**src/rcod_pkg.sv**
```systemverilog
// Contract
// - A software source-select register picks the clock feeding the generator.
// - Setting enable starts the output with no glitch or runt pulse; at divide-by-1 on a pin source the first high pulse is one cycle short.
// - Clearing enable stops the output at once, mid-period if need be.
// - Output rate is input divided by 1, 2, 4, 8, 16, 32, 64 or 128; on the system clock divide-by-1 gives pclk/2, as divide-by-2 does.
// - Divider changes while enabled are taken; glitches may occur then.
// - High time is duty/4 of the period, rounded down: 0%, 25%, 50% or 75% per the duty field.
// - Divide-by-one passes the input through; duty field does not apply.
// - Duty changes while enabled are taken; glitches may occur then.
// - Reset sets the upper duty bit, so the default duty is 50%.
// - The generator runs from the system clock and halts when it stops.
// - In sleep the output holds its present level until clock resumes.
// - Configuration and counter state survive sleep and resume unchanged.
`default_nettype none

package rcod_pkg;
  timeunit 1ns;
  timeprecision 1ps;

  // ==========================================================
  // Register map
  localparam logic [11:0] RCOD_CTRL_OFS = 12'h000;
  localparam logic [11:0] RCOD_SRC_OFS = 12'h004;
  localparam logic [11:0] RCOD_STAT_OFS = 12'h008;

  // ==========================================================
  // Control fields
  localparam int RCOD_DIV_LSB = 0;
  localparam int RCOD_DIV_W = 3;
  localparam int RCOD_DUTY_LSB = 4;
  localparam int RCOD_DUTY_W = 2;
  localparam int RCOD_EN_BIT = 7;
  localparam logic [RCOD_DIV_W-1:0] RCOD_DIV_RST = 3'h0;
  localparam logic [RCOD_DUTY_W-1:0] RCOD_DUTY_RST = 2'h2;
  localparam logic RCOD_EN_RST = 1'b0;

  // ==========================================================
  // Source select and status fields
  localparam int RCOD_SRC_W = 2;
  localparam logic [RCOD_SRC_W-1:0] RCOD_SRC_RST = 2'h0;
  localparam logic [RCOD_SRC_W-1:0] RCOD_SRC_SYSCLK = 2'h0;
  localparam int RCOD_CNT_W = 7;
  localparam int RCOD_STAT_OUT_BIT = 0;
  localparam int RCOD_STAT_RUN_BIT = 1;
  localparam int RCOD_STAT_SLP_BIT = 2;
  localparam int RCOD_STAT_CNT_LSB = 8;

endpackage : rcod_pkg

`default_nettype wire

```
**src/rcod_cfg_if.sv**
```systemverilog
`default_nettype none

interface rcod_cfg_if;
  timeunit 1ns;
  timeprecision 1ps;
  logic enable;
  logic [rcod_pkg::RCOD_DIV_W-1:0] div;
  logic [rcod_pkg::RCOD_DUTY_W-1:0] duty;
  logic tick;
  logic hold;
  logic src_level;
  logic wave;
  logic started;
  logic [rcod_pkg::RCOD_CNT_W-1:0] count;

  modport ctl (output enable, div, duty, tick, hold, src_level,
               input wave, started, count);
  modport gen (input enable, div, duty, tick, hold, src_level,
               output wave, started, count);
endinterface : rcod_cfg_if

`default_nettype wire

```
**src/rcod_gen.sv**
```systemverilog
`default_nettype none

module rcod_gen (
  input wire logic pclk,
  input wire logic presetn,
  rcod_cfg_if.gen cfg
);
  timeunit 1ns;
  timeprecision 1ps;

  // ==========================================================
  // Helpers
  function automatic logic [rcod_pkg::RCOD_CNT_W:0] rcod_period(
    input logic [rcod_pkg::RCOD_DIV_W-1:0] div);
    rcod_period = (rcod_pkg::RCOD_CNT_W+1)'(1) << div;
  endfunction : rcod_period

  function automatic logic [rcod_pkg::RCOD_CNT_W:0] rcod_thr(
    input logic [rcod_pkg::RCOD_DIV_W-1:0] div,
    input logic [rcod_pkg::RCOD_DUTY_W-1:0] duty);
    logic [rcod_pkg::RCOD_CNT_W+2:0] prod;
    prod = (rcod_pkg::RCOD_CNT_W+3)'(rcod_period(div)) * (rcod_pkg::RCOD_CNT_W+3)'(duty);
    rcod_thr = prod[rcod_pkg::RCOD_CNT_W+2:2];
  endfunction : rcod_thr

  // ==========================================================
  // Counter and start flag
  logic [rcod_pkg::RCOD_CNT_W-1:0] cnt_r;
  logic [rcod_pkg::RCOD_CNT_W-1:0] cnt_nxt;
  logic started_r;
  logic started_nxt;
  logic [rcod_pkg::RCOD_CNT_W:0] mask;

  always_comb begin
    cnt_nxt = cnt_r;
    started_nxt = started_r;
    mask = rcod_period(cfg.div) - (rcod_pkg::RCOD_CNT_W+1)'(1);
    if (!cfg.enable) begin
      // Stops at once, whatever the phase
      cnt_nxt = '0;
      started_nxt = 1'b0;
    end else if (cfg.hold) begin
      cnt_nxt = cnt_r;
    end else if (cfg.tick) begin
      // The first tick after enable opens a full period at count zero
      if (!started_r) begin
        started_nxt = 1'b1;
        cnt_nxt = '0;
      end else begin
        cnt_nxt = (cnt_r + rcod_pkg::RCOD_CNT_W'(1)) & mask[rcod_pkg::RCOD_CNT_W-1:0];
      end
    end
  end

  always_ff @(posedge pclk or negedge presetn) begin
    if (!presetn) begin
      cnt_r <= '0;
      started_r <= 1'b0;
    end else begin
      cnt_r <= cnt_nxt;
      started_r <= started_nxt;
    end
  end

  // ==========================================================
  // Waveform; config read live, so changes while enabled may glitch
  always_comb begin
    cfg.wave = 1'b0;
    if (cfg.enable && started_r) begin
      if (cfg.div == rcod_pkg::RCOD_DIV_W'(0)) begin
        cfg.wave = cfg.src_level;
      end else begin
        cfg.wave = ({1'b0, cnt_r} < rcod_thr(cfg.div, cfg.duty));
      end
    end
  end

  assign cfg.started = started_r;
  assign cfg.count = cnt_r;

endmodule : rcod_gen

`default_nettype wire

```
**src/rcod_top.sv**
```systemverilog
`default_nettype none

module rcod_top #(
  parameter int NUM_SRC = 4
) (
  input wire logic pclk,
  input wire logic presetn,
  input wire logic psel,
  input wire logic penable,
  input wire logic pwrite,
  input wire logic [11:0] paddr,
  input wire logic [31:0] pwdata,
  output logic [31:0] prdata,
  output logic pready,
  output logic pslverr,
  input wire logic [NUM_SRC-1:1] refclk_src_in,
  input wire logic sleep_req,
  output logic refclk_out
);
  timeunit 1ns;
  timeprecision 1ps;

  // ==========================================================
  // Address decode
  function automatic logic rcod_hit(input logic [11:0] addr, input logic [11:0] ofs);
    rcod_hit = (addr[11:2] == ofs[11:2]);
  endfunction : rcod_hit

  // ==========================================================
  // Configuration registers
  logic en_r;
  logic en_nxt;
  logic [rcod_pkg::RCOD_DIV_W-1:0] div_r;
  logic [rcod_pkg::RCOD_DIV_W-1:0] div_nxt;
  logic [rcod_pkg::RCOD_DUTY_W-1:0] duty_r;
  logic [rcod_pkg::RCOD_DUTY_W-1:0] duty_nxt;
  logic [rcod_pkg::RCOD_SRC_W-1:0] src_r;
  logic [rcod_pkg::RCOD_SRC_W-1:0] src_nxt;

  // ==========================================================
  // APB slave: one wait state so every answer comes from a flop
  logic pready_r;
  logic pready_nxt;
  logic pslverr_r;
  logic pslverr_nxt;
  logic [31:0] prdata_r;
  logic [31:0] prdata_nxt;
  logic access;
  logic commit;
  logic mapped;
  logic [31:0] rd_word;
  logic out_r;
  logic out_nxt;
  rcod_cfg_if cfg ();

  assign access = psel && penable;
  assign commit = access && pready_r;
  assign mapped = rcod_hit(paddr, rcod_pkg::RCOD_CTRL_OFS)
                  || rcod_hit(paddr, rcod_pkg::RCOD_SRC_OFS)
                  || rcod_hit(paddr, rcod_pkg::RCOD_STAT_OFS);

  always_comb begin
    rd_word = '0;
    if (rcod_hit(paddr, rcod_pkg::RCOD_CTRL_OFS)) begin
      rd_word[rcod_pkg::RCOD_EN_BIT] = en_r;
      rd_word[rcod_pkg::RCOD_DUTY_LSB +: rcod_pkg::RCOD_DUTY_W] = duty_r;
      rd_word[rcod_pkg::RCOD_DIV_LSB +: rcod_pkg::RCOD_DIV_W] = div_r;
    end else if (rcod_hit(paddr, rcod_pkg::RCOD_SRC_OFS)) begin
      rd_word[rcod_pkg::RCOD_SRC_W-1:0] = src_r;
    end else if (rcod_hit(paddr, rcod_pkg::RCOD_STAT_OFS)) begin
      rd_word[rcod_pkg::RCOD_STAT_OUT_BIT] = out_r;
      rd_word[rcod_pkg::RCOD_STAT_RUN_BIT] = cfg.started;
      rd_word[rcod_pkg::RCOD_STAT_SLP_BIT] = sleep_req;
      rd_word[rcod_pkg::RCOD_STAT_CNT_LSB +: rcod_pkg::RCOD_CNT_W] = cfg.count;
    end
  end

  always_comb begin
    pready_nxt = 1'b0;
    pslverr_nxt = 1'b0;
    prdata_nxt = prdata_r;
    if (access && !pready_r) begin
      pready_nxt = 1'b1;
      pslverr_nxt = !mapped;
      prdata_nxt = pwrite ? 32'h0000_0000 : rd_word;
    end
  end

  always_comb begin
    en_nxt = en_r;
    div_nxt = div_r;
    duty_nxt = duty_r;
    src_nxt = src_r;
    if (commit && pwrite) begin
      if (rcod_hit(paddr, rcod_pkg::RCOD_CTRL_OFS)) begin
        en_nxt = pwdata[rcod_pkg::RCOD_EN_BIT];
        div_nxt = pwdata[rcod_pkg::RCOD_DIV_LSB +: rcod_pkg::RCOD_DIV_W];
        duty_nxt = pwdata[rcod_pkg::RCOD_DUTY_LSB +: rcod_pkg::RCOD_DUTY_W];
      end else if (rcod_hit(paddr, rcod_pkg::RCOD_SRC_OFS)) begin
        src_nxt = pwdata[rcod_pkg::RCOD_SRC_W-1:0];
      end
    end
  end

  always_ff @(posedge pclk or negedge presetn) begin
    if (!presetn) begin
      pready_r <= 1'b0;
      pslverr_r <= 1'b0;
      prdata_r <= 32'h0000_0000;
      en_r <= rcod_pkg::RCOD_EN_RST;
      div_r <= rcod_pkg::RCOD_DIV_RST;
      duty_r <= rcod_pkg::RCOD_DUTY_RST;
      src_r <= rcod_pkg::RCOD_SRC_RST;
    end else begin
      pready_r <= pready_nxt;
      pslverr_r <= pslverr_nxt;
      prdata_r <= prdata_nxt;
      en_r <= en_nxt;
      div_r <= div_nxt;
      duty_r <= duty_nxt;
      src_r <= src_nxt;
    end
  end

  // ==========================================================
  // Source synchronisers; each pin passes two flops before use
  logic [NUM_SRC-1:1] meta_r;
  logic [NUM_SRC-1:1] sync_r;
  logic [NUM_SRC-1:1] prev_r;
  logic [NUM_SRC-1:1] rise;
  logic sys_tgl_r;
  logic sys_tgl_nxt;

  always_ff @(posedge pclk or negedge presetn) begin
    if (!presetn) begin
      meta_r <= '0;
      sync_r <= '0;
      prev_r <= '0;
      sys_tgl_r <= 1'b0;
    end else begin
      meta_r <= refclk_src_in;
      sync_r <= meta_r;
      prev_r <= sync_r;
      sys_tgl_r <= sys_tgl_nxt;
    end
  end

  genvar gi;
  generate
    for (gi = 1; gi < NUM_SRC; gi++) begin : g_edge
      assign rise[gi] = sync_r[gi] && !prev_r[gi];
    end
  endgenerate

  // System clock cannot leave a flop at full rate; it shows as pclk/2
  assign sys_tgl_nxt = cfg.hold ? sys_tgl_r : !sys_tgl_r;

  // ==========================================================
  // Source selection
  always_comb begin
    cfg.tick = 1'b0;
    cfg.src_level = 1'b0;
    if (src_r == rcod_pkg::RCOD_SRC_SYSCLK) begin
      cfg.tick = 1'b1;
      cfg.src_level = sys_tgl_r;
    end else if (int'(src_r) < NUM_SRC) begin
      cfg.tick = rise[src_r];
      cfg.src_level = sync_r[src_r];
    end
  end

  assign cfg.enable = en_r;
  assign cfg.div = div_r;
  assign cfg.duty = duty_r;
  assign cfg.hold = sleep_req;

  rcod_gen u_gen (
    .pclk(pclk),
    .presetn(presetn),
    .cfg(cfg)
  );

  // ==========================================================
  // Output flop; sleep freezes the level, disable forces low at once
  always_comb begin
    out_nxt = cfg.wave;
    if (en_r && sleep_req) begin
      out_nxt = out_r;
    end
  end

  always_ff @(posedge pclk or negedge presetn) begin
    if (!presetn) begin
      out_r <= 1'b0;
    end else begin
      out_r <= out_nxt;
    end
  end

  assign refclk_out = out_r;
  assign prdata = prdata_r;
  assign pready = pready_r;
  assign pslverr = pslverr_r;

endmodule : rcod_top

`default_nettype wire

```
**config.mk**
```make
export PLATFORM = sky130hd
export DESIGN_NAME = rcod_top
export DESIGN_NICKNAME = d
export VERILOG_FILES = /design/src/rcod_pkg.sv /design/src/rcod_cfg_if.sv /design/src/rcod_gen.sv /design/src/rcod_top.sv
export SDC_FILE = /design/constraint.sdc
export NUM_CORES = 1
export LEC_CHECK = 0
export BUFFER_PORTS_ARGS = -buffer_cell sky130_fd_sc_hd__buf_4
export CAP_MARGIN = 5
export CORE_ASPECT_RATIO = 0.6
export CORE_MARGIN = 2
export CORE_UTILIZATION = 36
export DETAILED_ROUTE_END_ITERATION = 8
export PLACE_DENSITY = 0.67
export SYNTH_ARGS = -nofsm -noshare
export SYNTH_HDL_FRONTEND = slang
export SYNTH_SLANG_ARGS = --single-unit
```
**constraint.sdc**
```tcl
create_clock -name pclk -period 7.6 [get_ports pclk]
set_clock_uncertainty 0.15 [all_clocks]
set_input_delay 0.76 -clock pclk [delete_from_list [all_inputs] [get_ports pclk]]
set_output_delay 0.76 -clock pclk [all_outputs]
set_load 0.05 [all_outputs]
```
# Word-level counts from Yosys, hierarchy flattened
# Index checks and enable logic that the tools add are counted.
# word_totals
word_cells	76
inputBits	53
regBits	61
output_inout_bits	35
# classes
mux	27
shifts	1
multipliers	1
order_cmp	2
addsub	2
n_reduce_logical	23
n_bitwise	2
eq_ne	4
# op_table
operator	count
$mux W7	7
$mux W15	1
$mux W1	13
$eq A10 B1 Y1 const B	1
$eq A10 B2 Y1 const B	1
$logic_not A10 Y1	1
$mul A8 B2 Y10	1
$logic_and A1 B1 Y1	9
$lt A7 B8 Y1	1
$shl A1 B3 Y8 const A	1
$add A7 B1 Y7 const B	1
$and A7 B7 Y7	1
$sub A7 B1 Y7 const B	1
$logic_not A1 Y1	6
$mux W3	2
$bmux W1 S2	2
$mux W2	2
$reduce_and A2 Y1	2
$logic_not A3 Y1	1
$lt A2 B3 Y1 const B	1
$reduce_and A3 Y1	1
$logic_not A2 Y1	1
$logic_or A1 B1 Y1	2
$ne A2 B1 Y1 const B	1
other kinds (2)	2

# Logic depth before layout (Yosys ltp)
# Gate-level depths: netlist of the first run.
# logic_depth
depth_word	8
mapped_depth	14
ltp_nobuf	13

# Cells and area by module
# A second synthesis of the first run with hierarchy kept.
# hier_totals
cells_unflattened	245
area_unflattened_um2	2517.4
# by_module_without_submodules
mod	cells_each	area_per_inst_um2	seq_area_each_um2	n_inst
rcod_top	116	1496.4	852.1	1
rcod_gen	129	1021.0	200.2	1

# Worst setup path before layout of the first run
# Ideal clock, no wire load.
# synth_path
path_type	reg-to-reg
from	register div_r (netlist bit cfg.div[0])
to	register out_r (netlist: refclk_out)
setup_ns	0.104
period_less_slack_ns	3.031
path_buffers	1
required_ns	7.346
stages_incl_launch_ff	14
slack_ns	4.569
t_arrival_ns	2.778
cell_sequence	dfrtp_1 > clkbuf_1 > nand2b_1 > nor2_1 > fa_1 > a211oi_1 > o21bai_1 > a21oi_1 > xor2_1 > ha_1 > a21o_1 > a21oi_1 > o31ai_1 > a221oi_1
# synth_between
elab_chain_cells	5
elab_cells_between_ends	6
classes_between	mul: 1; order compare: 1; shift: 1; mux: 2; reduce/logical: 1
# synth_lines
element	line	rtl
from (decl)	rcod_top.sv:33	logic [rcod_pkg::RCOD_DIV_W-1:0] div_r;
from (signal assigned)	rcod_top.sv:111	div_r <= rcod_pkg::RCOD_DIV_RST;
from (signal assigned)	rcod_top.sv:119	div_r <= div_nxt;
$shl A1 B3 Y8	rcod_gen.sv:15	rcod_period = (rcod_pkg::RCOD_CNT_W+1)'(1) << div;
$mul A8 B2 Y10	rcod_gen.sv:22	prod = (rcod_pkg::RCOD_CNT_W+3)'(rcod_period(div)) * (rcod_pkg::RCOD_CNT_W+3)'(duty);
$lt A7 B8 Y1	rcod_gen.sv:73	cfg.wave = ({1'b0, cnt_r} < rcod_thr(cfg.div, cfg.duty));
$mux W1 *	rcod_gen.sv:70	if (cfg.div == rcod_pkg::RCOD_DIV_W'(0)) begin
$mux W1 *	rcod_gen.sv:69	if (cfg.enable && started_r) begin
to (signal assigned)	rcod_top.sv:196	out_r <= out_nxt;
to (decl)	rcod_top.sv:52	logic out_r;
# Mark *: on every way between the ends. The rest lies on a longest branch, timed or not.
# A chain may end at the register's enable or synchronous reset.

# Final worst setup path of the first run
# layout_path
from	register div_r (netlist bit cfg.div[2])
to	register out_r (netlist: refclk_out)
# The elaborated chain is that of the path after synthesis.

==> flow_summary.ini, run 1 <==
[status]
status = completed

[critical_path]
critical_path_class = register to register
path_cells = nand2b_1 > nor2_1 > fa_1 > a211oi_1 > o21bai_1 > a21oi_1 > xor2_1 > ha_1 > a21o_1 > a21oi_1 > o31ai_1 > a221oi_1
crit_arrival_ps = 3540
end_kind = register
cp_common_cell = a21oi_1
rrSetupSlack_ps = 4090
cp_slowest_cell = dfrtp_1
crit_fanout = 14
cp_slowest_stage_delay_ps = 580
required_ps = 7630
r2r_cells = 12
cp-start-kind = register

[floorplanning]
start_util = 0.377
std_cell_rows = 23
io_pins = 88
die_h_um = 69.0
core_area_mm2 = 0.00673
dieWidth_um = 112
dieArea_mm2 = 0.00775

[cts]
root_buffer = clkbuf_16
cts_setup_buffers = 0
clk_latency_ps = 290
clk_pin_slew_ps = 60
cts_made_buffers = 5
clock_sinks = 42
cts_tree = yes
clock_path_buffers = 2
ctsHoldBuffers = 0
ctsResizeCount = 0
htreeDepth = 2

[yosys]
yosysMostFrequentCell = dfrtp_1
ys.flop_type = dfrtp_1
synth_compound_area_frac = 0.147
synth-simple-area-share = 0.192
syn_avg_cell_area_um2 = 10.0
netlist.area_leader.share = 0.405
ys_seq_elements = 42
synth_enable_flop_cells = 0
ys_async_sr_fraction = 1.00
synth_top_family_by_area = simple AND/OR/NAND/NOR gates
synth.area.mux_share = 0.0567
yosys-top-cells-area = dfrtp_1 40%, ha_1 6.9%, buf_4 5.9%
syn_area_mm2 = 0.00254
syn-instance-count = 253
ys_seq_area_frac = 0.415
yosys.area_share.adder = 0.0770
synth_cell_type_count = 49
synth_common_cells = 41 x dfrtp_1, 25 x nor2_1, 21 x nand2_1
ys_warn_count = 0
synth_area_leader_cell = dfrtp_1
synth-xor-area-share = 0.0311

[timing]
tightest_slew_ps = 977
slew_viol_final = 0
relSlewSlack = 0.345
layout_min_cycle_time_ps = 3510
rsz0062_at_grt = no
finalWorstSetupSlack_ps = 4090
fin_crit_sh = 0.462
timing_hold_violations_final = 0
fin_tns_setup_ps = 0
max_freq_mhz = 285
final-setup-viol-count = 0

[global_routing]
grt_pass1_vias = 1809
grt_max_degree = 43
antenna_found_initial = 0
grt_overflow = 0
groute.usage.overall = 0.147
grt_pass1_wl_mm = 9.12

[drt]
drc = 0
drt_iter0_markers = 168
drtAntennaViolNets = 0
drt_wl_total_mm = 5.47
num_vias = 1913
via_per_inst = 5.03
drt_pass1_iterations = 4
post_drt_wl_per_cell_um = 14.4

[cells_and_area]
finalInstanceArea_mm2 = 0.00299
nets = 360
syn2layout_area_growth_pct = 17.9
seq_area_mm2 = 0.00105
multi_input_area_mm2 = 0.00135
fillCellCount = 650
diodes = 0
post_route_cells_drive_above_1_share = 0.222

[placement]
portBuffers = 40
gp_congestion = 0.823
post-place-ws_ps = 4120
dpl_cell_area_mm2 = 0.00284
post-dp-hpwl_mm = 4.29

[pwr]
ir_drop_v = 0.000149
p_per_area_mw_per_mm2 = 168
power_w = 0.000502
power_leakage_nw = 1.39

[worst_hold_path]
worst_hold_path_type = register to register
hold_depth = 0

[flow_run]
max_cap_viol_count = 0
[power breakdown]
part           switching [W]  internal, W
clock network      0.0000859     0.000130
registers         0.00000358     0.000229
logic              0.0000375    0.0000161
total               0.000127     0.000376
[path summary, 6_finish.rpt]
kind                               endpoint       start
worst min-delay path              sync_r[1]   meta_r[1]
worst min register to register    sync_r[1]   meta_r[1]
worst max-delay path             refclk_out  cfg.div[2]
min in group asynchronous        prdata[10]     presetn
max in group asynchronous       cfg.duty[1]     presetn
worst max register to register   refclk_out  cfg.div[2]
[sequential cells by signal, summed over array words and instances (netlist names)]
register and cells:
sync_r 3, pready 1, pslverr 1, prdata 13
meta_r 3, src_r 2, cfg.duty 2, u_gen.cfg.count 7
cfg.enable 1, prev_r 3, sys_tgl_r 1, u_gen.cfg.started 1
refclk_out 1, cfg.div 3
[stage by stage]
stage,instances,util,hold slack (ps)
floorplan,272,-,181
global placement,372,0.422,181
detailed placement,372,0.422,186
CTS,380,0.444,199
global route,380,0.444,208
finish,380,0.444,196
[cells by family (layout without fill, tap and decap cells)]
group,Yosys count,count (layout)
and+or+nand+nor,86,86
AOI/OAI and AO/OA,54,54
DFF,42,42
buffers and inverters,34,55
adders and majority gates,15,15
muxes,12,12
xor gates and xnor gates,9,9
other,1,20
[layer usage]
metal / vias up / part of all wire / track usage
li1: 940 / - / -
met1: 925 / 0.52 / 0.228
met2: 43 / 0.42 / 0.199
met3: 5 / 0.052 / 0.0457
met4: 0 / 0.0070 / 0.0312
met5: - / 0 / 0
[layout by cell type, fill, tap and decap left out, types with 3 or more instances in the layout]
| master | n |
|---|---|
| a21oi_1 | 10 |
| a22o_1 | 11 |
| buf_4 | 40 |
| clkbuf_16 | 5 |
| conb_1 | 20 |
| dfrtp_1 | 41 |
| ha_1 | 14 |
| inv_1 | 7 |
| mux2_2 | 9 |
| nand2_1 | 21 |
| nand2b_1 | 6 |
| nand3_1 | 6 |
| nand4_1 | 3 |
| nor2_1 | 25 |
| nor2b_1 | 7 |
| nor3_1 | 5 |
| nor3b_1 | 3 |
| o21ai_0 | 11 |
| o22ai_1 | 3 |
| xnor2_1 | 3 |
| xor2_1 | 6 |
[layout make-up]
class / instances / share of cell area
Multi-Input combinational cell: 196 / 0.452
Sequential cell: 42 / 0.352
Timing Repair Buffer: 40 / 0.100
Clock buffer: 6 / 0.0464
Tap cell: 87 / 0.0364
Inverter: 7 / 0.00879
Clock inverter: 2 / 0.00418
[critical path: cells and delay by family, from the launching register on]
kind                       cells  cell delay [ps]
DFF                            1              580
adders and majority gates      2              740
and+or+nand+nor                2              370
AOI/OAI and AO/OA              7             1350
xor gates and xnor gates       1              230
No activity file was read; power rests on OpenSTA's default activity.
==> inputs of run 2 (changes only) <==
- PLACE_DENSITY: 0.67 -> 0.69
- clock period: 7.6 -> 3.2 ns (I/O delays scaled with it)
==> run 2 against run 1 <==
Total power grew to 2.6 times the previous value. Register-to-register slack lost 4000 ps. Utilization grew 2.8 points. Combinational power grew 150%. Critical path depth is the same. Via count grew 1.8%. Cell count grew 3.4%. Sequential power grew 140%. Critical endpoint unchanged. Largest power group is now the clock network.
==> flow_summary.ini, run 2 (synthesized netlist as in run 1, its figures left out) <==
[drt]
drtAntennaViolNets = 0
drc = 0
num_vias = 1948
drt_iter0_markers = 126
post_drt_wl_per_cell_um = 14.6
drt_wl_total_mm = 5.72
via_per_inst = 4.96
drt_pass1_iterations = 4

[status]
status = completed

[critical_path]
r2r-start = cfg.duty[1]
cp-start-kind = register
crit_fanout = 4
critical_path_class = register to register
crit_path_start = cfg.duty[1]
end_kind = register
required_ps = 3250
crit_arrival_ps = 3120

[floorplanning]
dieArea_mm2 = 0.00775
std_cell_rows = 23
dieWidth_um = 112
die_h_um = 69.0
core_area_mm2 = 0.00673
io_pins = 88
start_util = 0.377

[pwr]
power_leakage_nw = 1.48
seqPwrFrac = 0.431
swShare = 0.239
ir_drop_v = 0.000330
p_int_w = 0.000977
power.switching_w = 0.000306
p_per_area_mw_per_mm2 = 404
clockPowerShare = 0.466
combPwrFrac = 0.104

[cts]
clk_latency_ps = 290
cts_tree = yes
clock_sinks = 42
root_buffer = clkbuf_16
clock_path_buffers = 2
cts_made_buffers = 5
htreeDepth = 2
clk_pin_slew_ps = 60

[global_routing]
groute.usage.overall = 0.151
grt_pass1_wl_mm = 9.45
grt_max_degree = 43
antenna_found_initial = 0
grt_overflow = 0
grt_pass1_vias = 1962

[placement]
portBuffers = 40
post-dp-hpwl_mm = 4.34
dpl_cell_area_mm2 = 0.00289
gp_congestion = 0.832
post-place-ws_ps = 85.0

[cells_and_area]
syn2layout_area_growth_pct = 25.3
post_route_cells_drive_above_1_share = 0.278
post-route-util = 0.472
fillCellCount = 626
diodes = 0
nets = 373
largest_reg_flops = 13
finalInstanceArea_mm2 = 0.00318
final_cell_mix = 49 x buf_4, 40 x dfrtp_1, 25 x nor2_1, 20 x nand2_1, 20 x conb_1
final_common_cell = buf_4

[timing]
slew_viol_final = 0
relSlewSlack = 0.651
layout_min_cycle_time_ps = 3070
final-setup-viol-count = 0
timing_hold_violations_final = 0
max_freq_mhz = 326
finalWorstSetupSlack_ps = 129
timing.hold.ws_ps = 113
fin_tns_setup_ps = 0
tightest_slew_ps = 523
fin_crit_sh = 0.960

[worst_hold_path]
worstHoldStart = pwdata[7]
worst_hold_path_type = primary input to register

[flow_run]
max_cap_viol_count = 0
[run 2: changes by cell type in the layout (fill, tap and decap cells not counted), sizes merged]
cell,change
buf,+9
dlygate4sd3,+4
bufinv,+1
clkbuf,+1
clkinv,-1
clkinvlp,-1
[run 2: worst paths after layout]
path | endpoint | slack [ps] | cells past startpoint
max | refclk_out | 130 | 12
max in group asynchronous | cfg.div[1] | 2110 | 2
min reg2reg | sync_r[3] | 200 | 0
min in group asynchronous | prdata[9] | 400 | 2
min | cfg.enable | 110 | 2
max reg2reg | refclk_out | 130 | 12
[run 2: power by group through the flow]
stage          logic [W]  clock network [W]  registers [W]
5_1_grt         0.000142           0.000634       0.000554
4_1_cts         0.000133           0.000607       0.000553
3_5_place_dp    0.000128                  0       0.000563
2_1_floorplan  0.0000954                  0       0.000565
6_report        0.000133           0.000597       0.000553
3_3_place_gp    0.000127                  0       0.000563
[run 2: layout make-up]
type | count | area, um^2 | share of cell area
inverters | 7 | 26.3 | 0.00827
flip-flops and latches | 42 | 1050 | 0.332
clock buffers | 7 | 143 | 0.0449
well taps | 87 | 109 | 0.0343
repair buffers | 53 | 408 | 0.128
multi-input cells | 196 | 1410 | 0.443
clock inverters | 1 | 30.0 | 0.00945
[run 2: routing by layer]
metal,share of wire,track usage
met1,0.50,0.221
met3,0.051,0.0484
met4,0.0059,0.0271
met2,0.44,0.221
met5,0,0
[run 2: timing repair]
item	in CTS	in global routing
hold buffers	4	0
setup buffers	0	2
setup endpoints to repair	0	1
gates resized for setup	0	13
endpoints found under the hold margin	44	0
[run 2: critical path: stages (launching register included)]
cell and delay (ps):
dfstp_2 580, nand2b_1 100, nor2_1 110, ha_1 300, a211oi_2 250, o21bai_1 100
a21oi_1 190, xor2_1 220, ha_1 280, a21o_1 160, a21oi_1 180, o31ai_2 120
a221oi_2 230
[run 2: stage by stage]
step                cells  total power [W]
CTS                   391          0.00129
global placement      379         0.000689
global route          393          0.00133
finish                393          0.00128
detailed placement    379         0.000691
floorplan             272         0.000661
==> inputs of run 3 (changes only) <==
- PLACE_DENSITY: 0.69 -> 0.67
- REMOVE_ABC_BUFFERS: unset -> 1
- clock period: 3.2 -> 3.8 ns (I/O delays scaled with it)
==> run 3 against run 2 <==
Critical path depth stayed put. Die area is the same. Design area decreased by 4.8%. Combinational power shrank 20%. Sequential power shrank 16%. Routed wire length down 8.0%. Total power decreased by 22%. Clock-buffer cell count shrank 1. Largest power group is now sequential cells. Critical endpoint unchanged. Worst setup slack improved by 270 ps. Fmax fell by 9.8%. Highest routed layer unchanged.
==> flow_summary.ini, run 3 (synthesized netlist as in run 1, its figures left out) <==
[drt]
drtAntennaViolNets = 0
drc = 0
drt_iter0_markers = 141
num_vias = 1902
via_per_inst = 4.95
post_drt_wl_per_cell_um = 13.7
drt_wl_total_mm = 5.27
drt_pass1_iterations = 5

[critical_path]
path_delay_family = compound AO/OA/AOI/OAI gates
crit_arrival_ps = 3440
worst-path-buf-inv = 0
cp_slowest_stage_delay_ps = 500
cp_num_cells = 12
end_kind = register
cp-start-kind = register
required_ps = 3840
critical_path_class = register to register
cp_slowest_cell = dfrtp_1
path_cells = nand2b_1 > nor2_1 > fa_1 > a211oi_1 > o21bai_1 > a21oi_1 > xor2_1 > ha_1 > a21o_1 > a21oi_1 > o31ai_1 > a221oi_1
rrSetupSlack_ps = 400
r2r_cells = 12
cp_common_cell = a21oi_1
crit_fanout = 12

[status]
status = completed

[floorplanning]
std_cell_rows = 23
start_util = 0.377
dieWidth_um = 112
dieArea_mm2 = 0.00775
io_pins = 88
die_h_um = 69.0
core_area_mm2 = 0.00673

[cts]
cts_tree = yes
cts_made_buffers = 5
htreeDepth = 2
root_buffer = clkbuf_16
clock_sinks = 42
clock_path_buffers = 2
cts_setup_buffers = 0
clk_latency_ps = 290
clk_pin_slew_ps = 60

[pwr]
p_per_area_mw_per_mm2 = 332
ir_drop_v = 0.000293
power_leakage_nw = 1.41

[timing]
fin_tns_setup_ps = 0
slew_viol_final = 0
final-setup-viol-count = 0
fin_crit_sh = 0.896
tightest_slew_ps = 616
relSlewSlack = 0.586
layout_min_cycle_time_ps = 3400
max_freq_mhz = 294
rsz0062_at_grt = no
timing_hold_violations_final = 0

[global_routing]
grt_overflow = 0
grt_pass1_vias = 1757
grt_pass1_wl_mm = 8.60
antenna_found_initial = 0
grt_max_degree = 43
groute.usage.overall = 0.139

[worst_hold_path]
worst_hold_path_type = primary input to register
hold_depth = 1

[cells_and_area]
final_cell_mix = 43 x buf_4, 41 x dfrtp_1, 25 x nor2_1, 21 x nand2_1, 20 x conb_1
largest_reg_flops = 13
post_route_cells_drive_above_1_share = 0.229
diodes = 0
final_common_cell = buf_4
nets = 364
multi_input_area_mm2 = 0.00135
seq_area_mm2 = 0.00105
post-route-util = 0.449
fillCellCount = 633
syn2layout_area_growth_pct = 19.2

[flow_run]
max_cap_viol_count = 0

[placement]
portBuffers = 40
gp_congestion = 0.799
post-dp-hpwl_mm = 4.19
[run 3: repair_timing]
| item | CTS | global route |
|---|---|---|
| hold buffers | 1 | 0 |
| gates resized for setup | 0 | 0 |
| endpoints found under the hold margin | 41 | 0 |
[run 3: worst paths after layout]
check / startpoint / to
worst max-delay path: cfg.div[1] / refclk_out
worst min-delay path: refclk_src_in[2] / meta_r[2]
worst max register to register: cfg.div[1] / refclk_out
worst min register to register: meta_r[1] / sync_r[1]
max in group asynchronous: presetn / cfg.duty[1]
min in group asynchronous: presetn / prdata[8]
[run 3: final cells by class]
type                            count  share of cell area
Inverter                            7             0.00869
Multi-Input combinational cell    196               0.447
Tap cell                           87              0.0360
Clock inverter                      2             0.00414
Sequential cell                    42               0.348
Timing Repair Buffer               44               0.110
Clock buffer                        6              0.0459
[run 3: worst register-to-register path, delay by kind of cell, from the launching register on]
family | cells | cell delay (ps)
XOR/XNOR | 1 | 270
adder cells (fa/ha/maj) | 2 | 760
AO/OA/AOI/OAI | 7 | 1310
AND/OR/NAND/NOR | 2 | 310
flip-flops | 1 | 500
[run 3: per-stage QoR]
stage / worst slack [ps] / area (um^2) / hold WS (ps) / std cells / power, W
3_5_place_dp: 456 / 2860 / 197 / 375 / 0.000580
3_3_place_gp: 428 / 2860 / 182 / 375 / 0.000580
4_1_cts: 423 / 3020 / 37.1 / 384 / 0.00101
2_1_floorplan: 852 / 2430 / -65.6 / 245 / 0.000537
6_report: 396 / 3020 / 44.7 / 384 / 0.00100
5_1_grt: 180 / 3020 / 31.6 / 384 / 0.00105
[run 3: power breakdown]
part / switching, W / internal (W) / leakage (nW) / total, W
sequential: 0.00000650 / 0.000459 / 0.558 / 0.000466
combinational: 0.0000741 / 0.0000329 / 0.781 / 0.000107
clock: 0.000171 / 0.000260 / 0.0729 / 0.000431
[run 3: routing by layer]
metal,vias to the layer above,GRT usage,wire length [um]
li1,945,-,-
met1,905,0.217,2860
met5,-,0,0
met2,46,0.179,2070
met4,0,0.0379,45
met3,6,0.0475,285
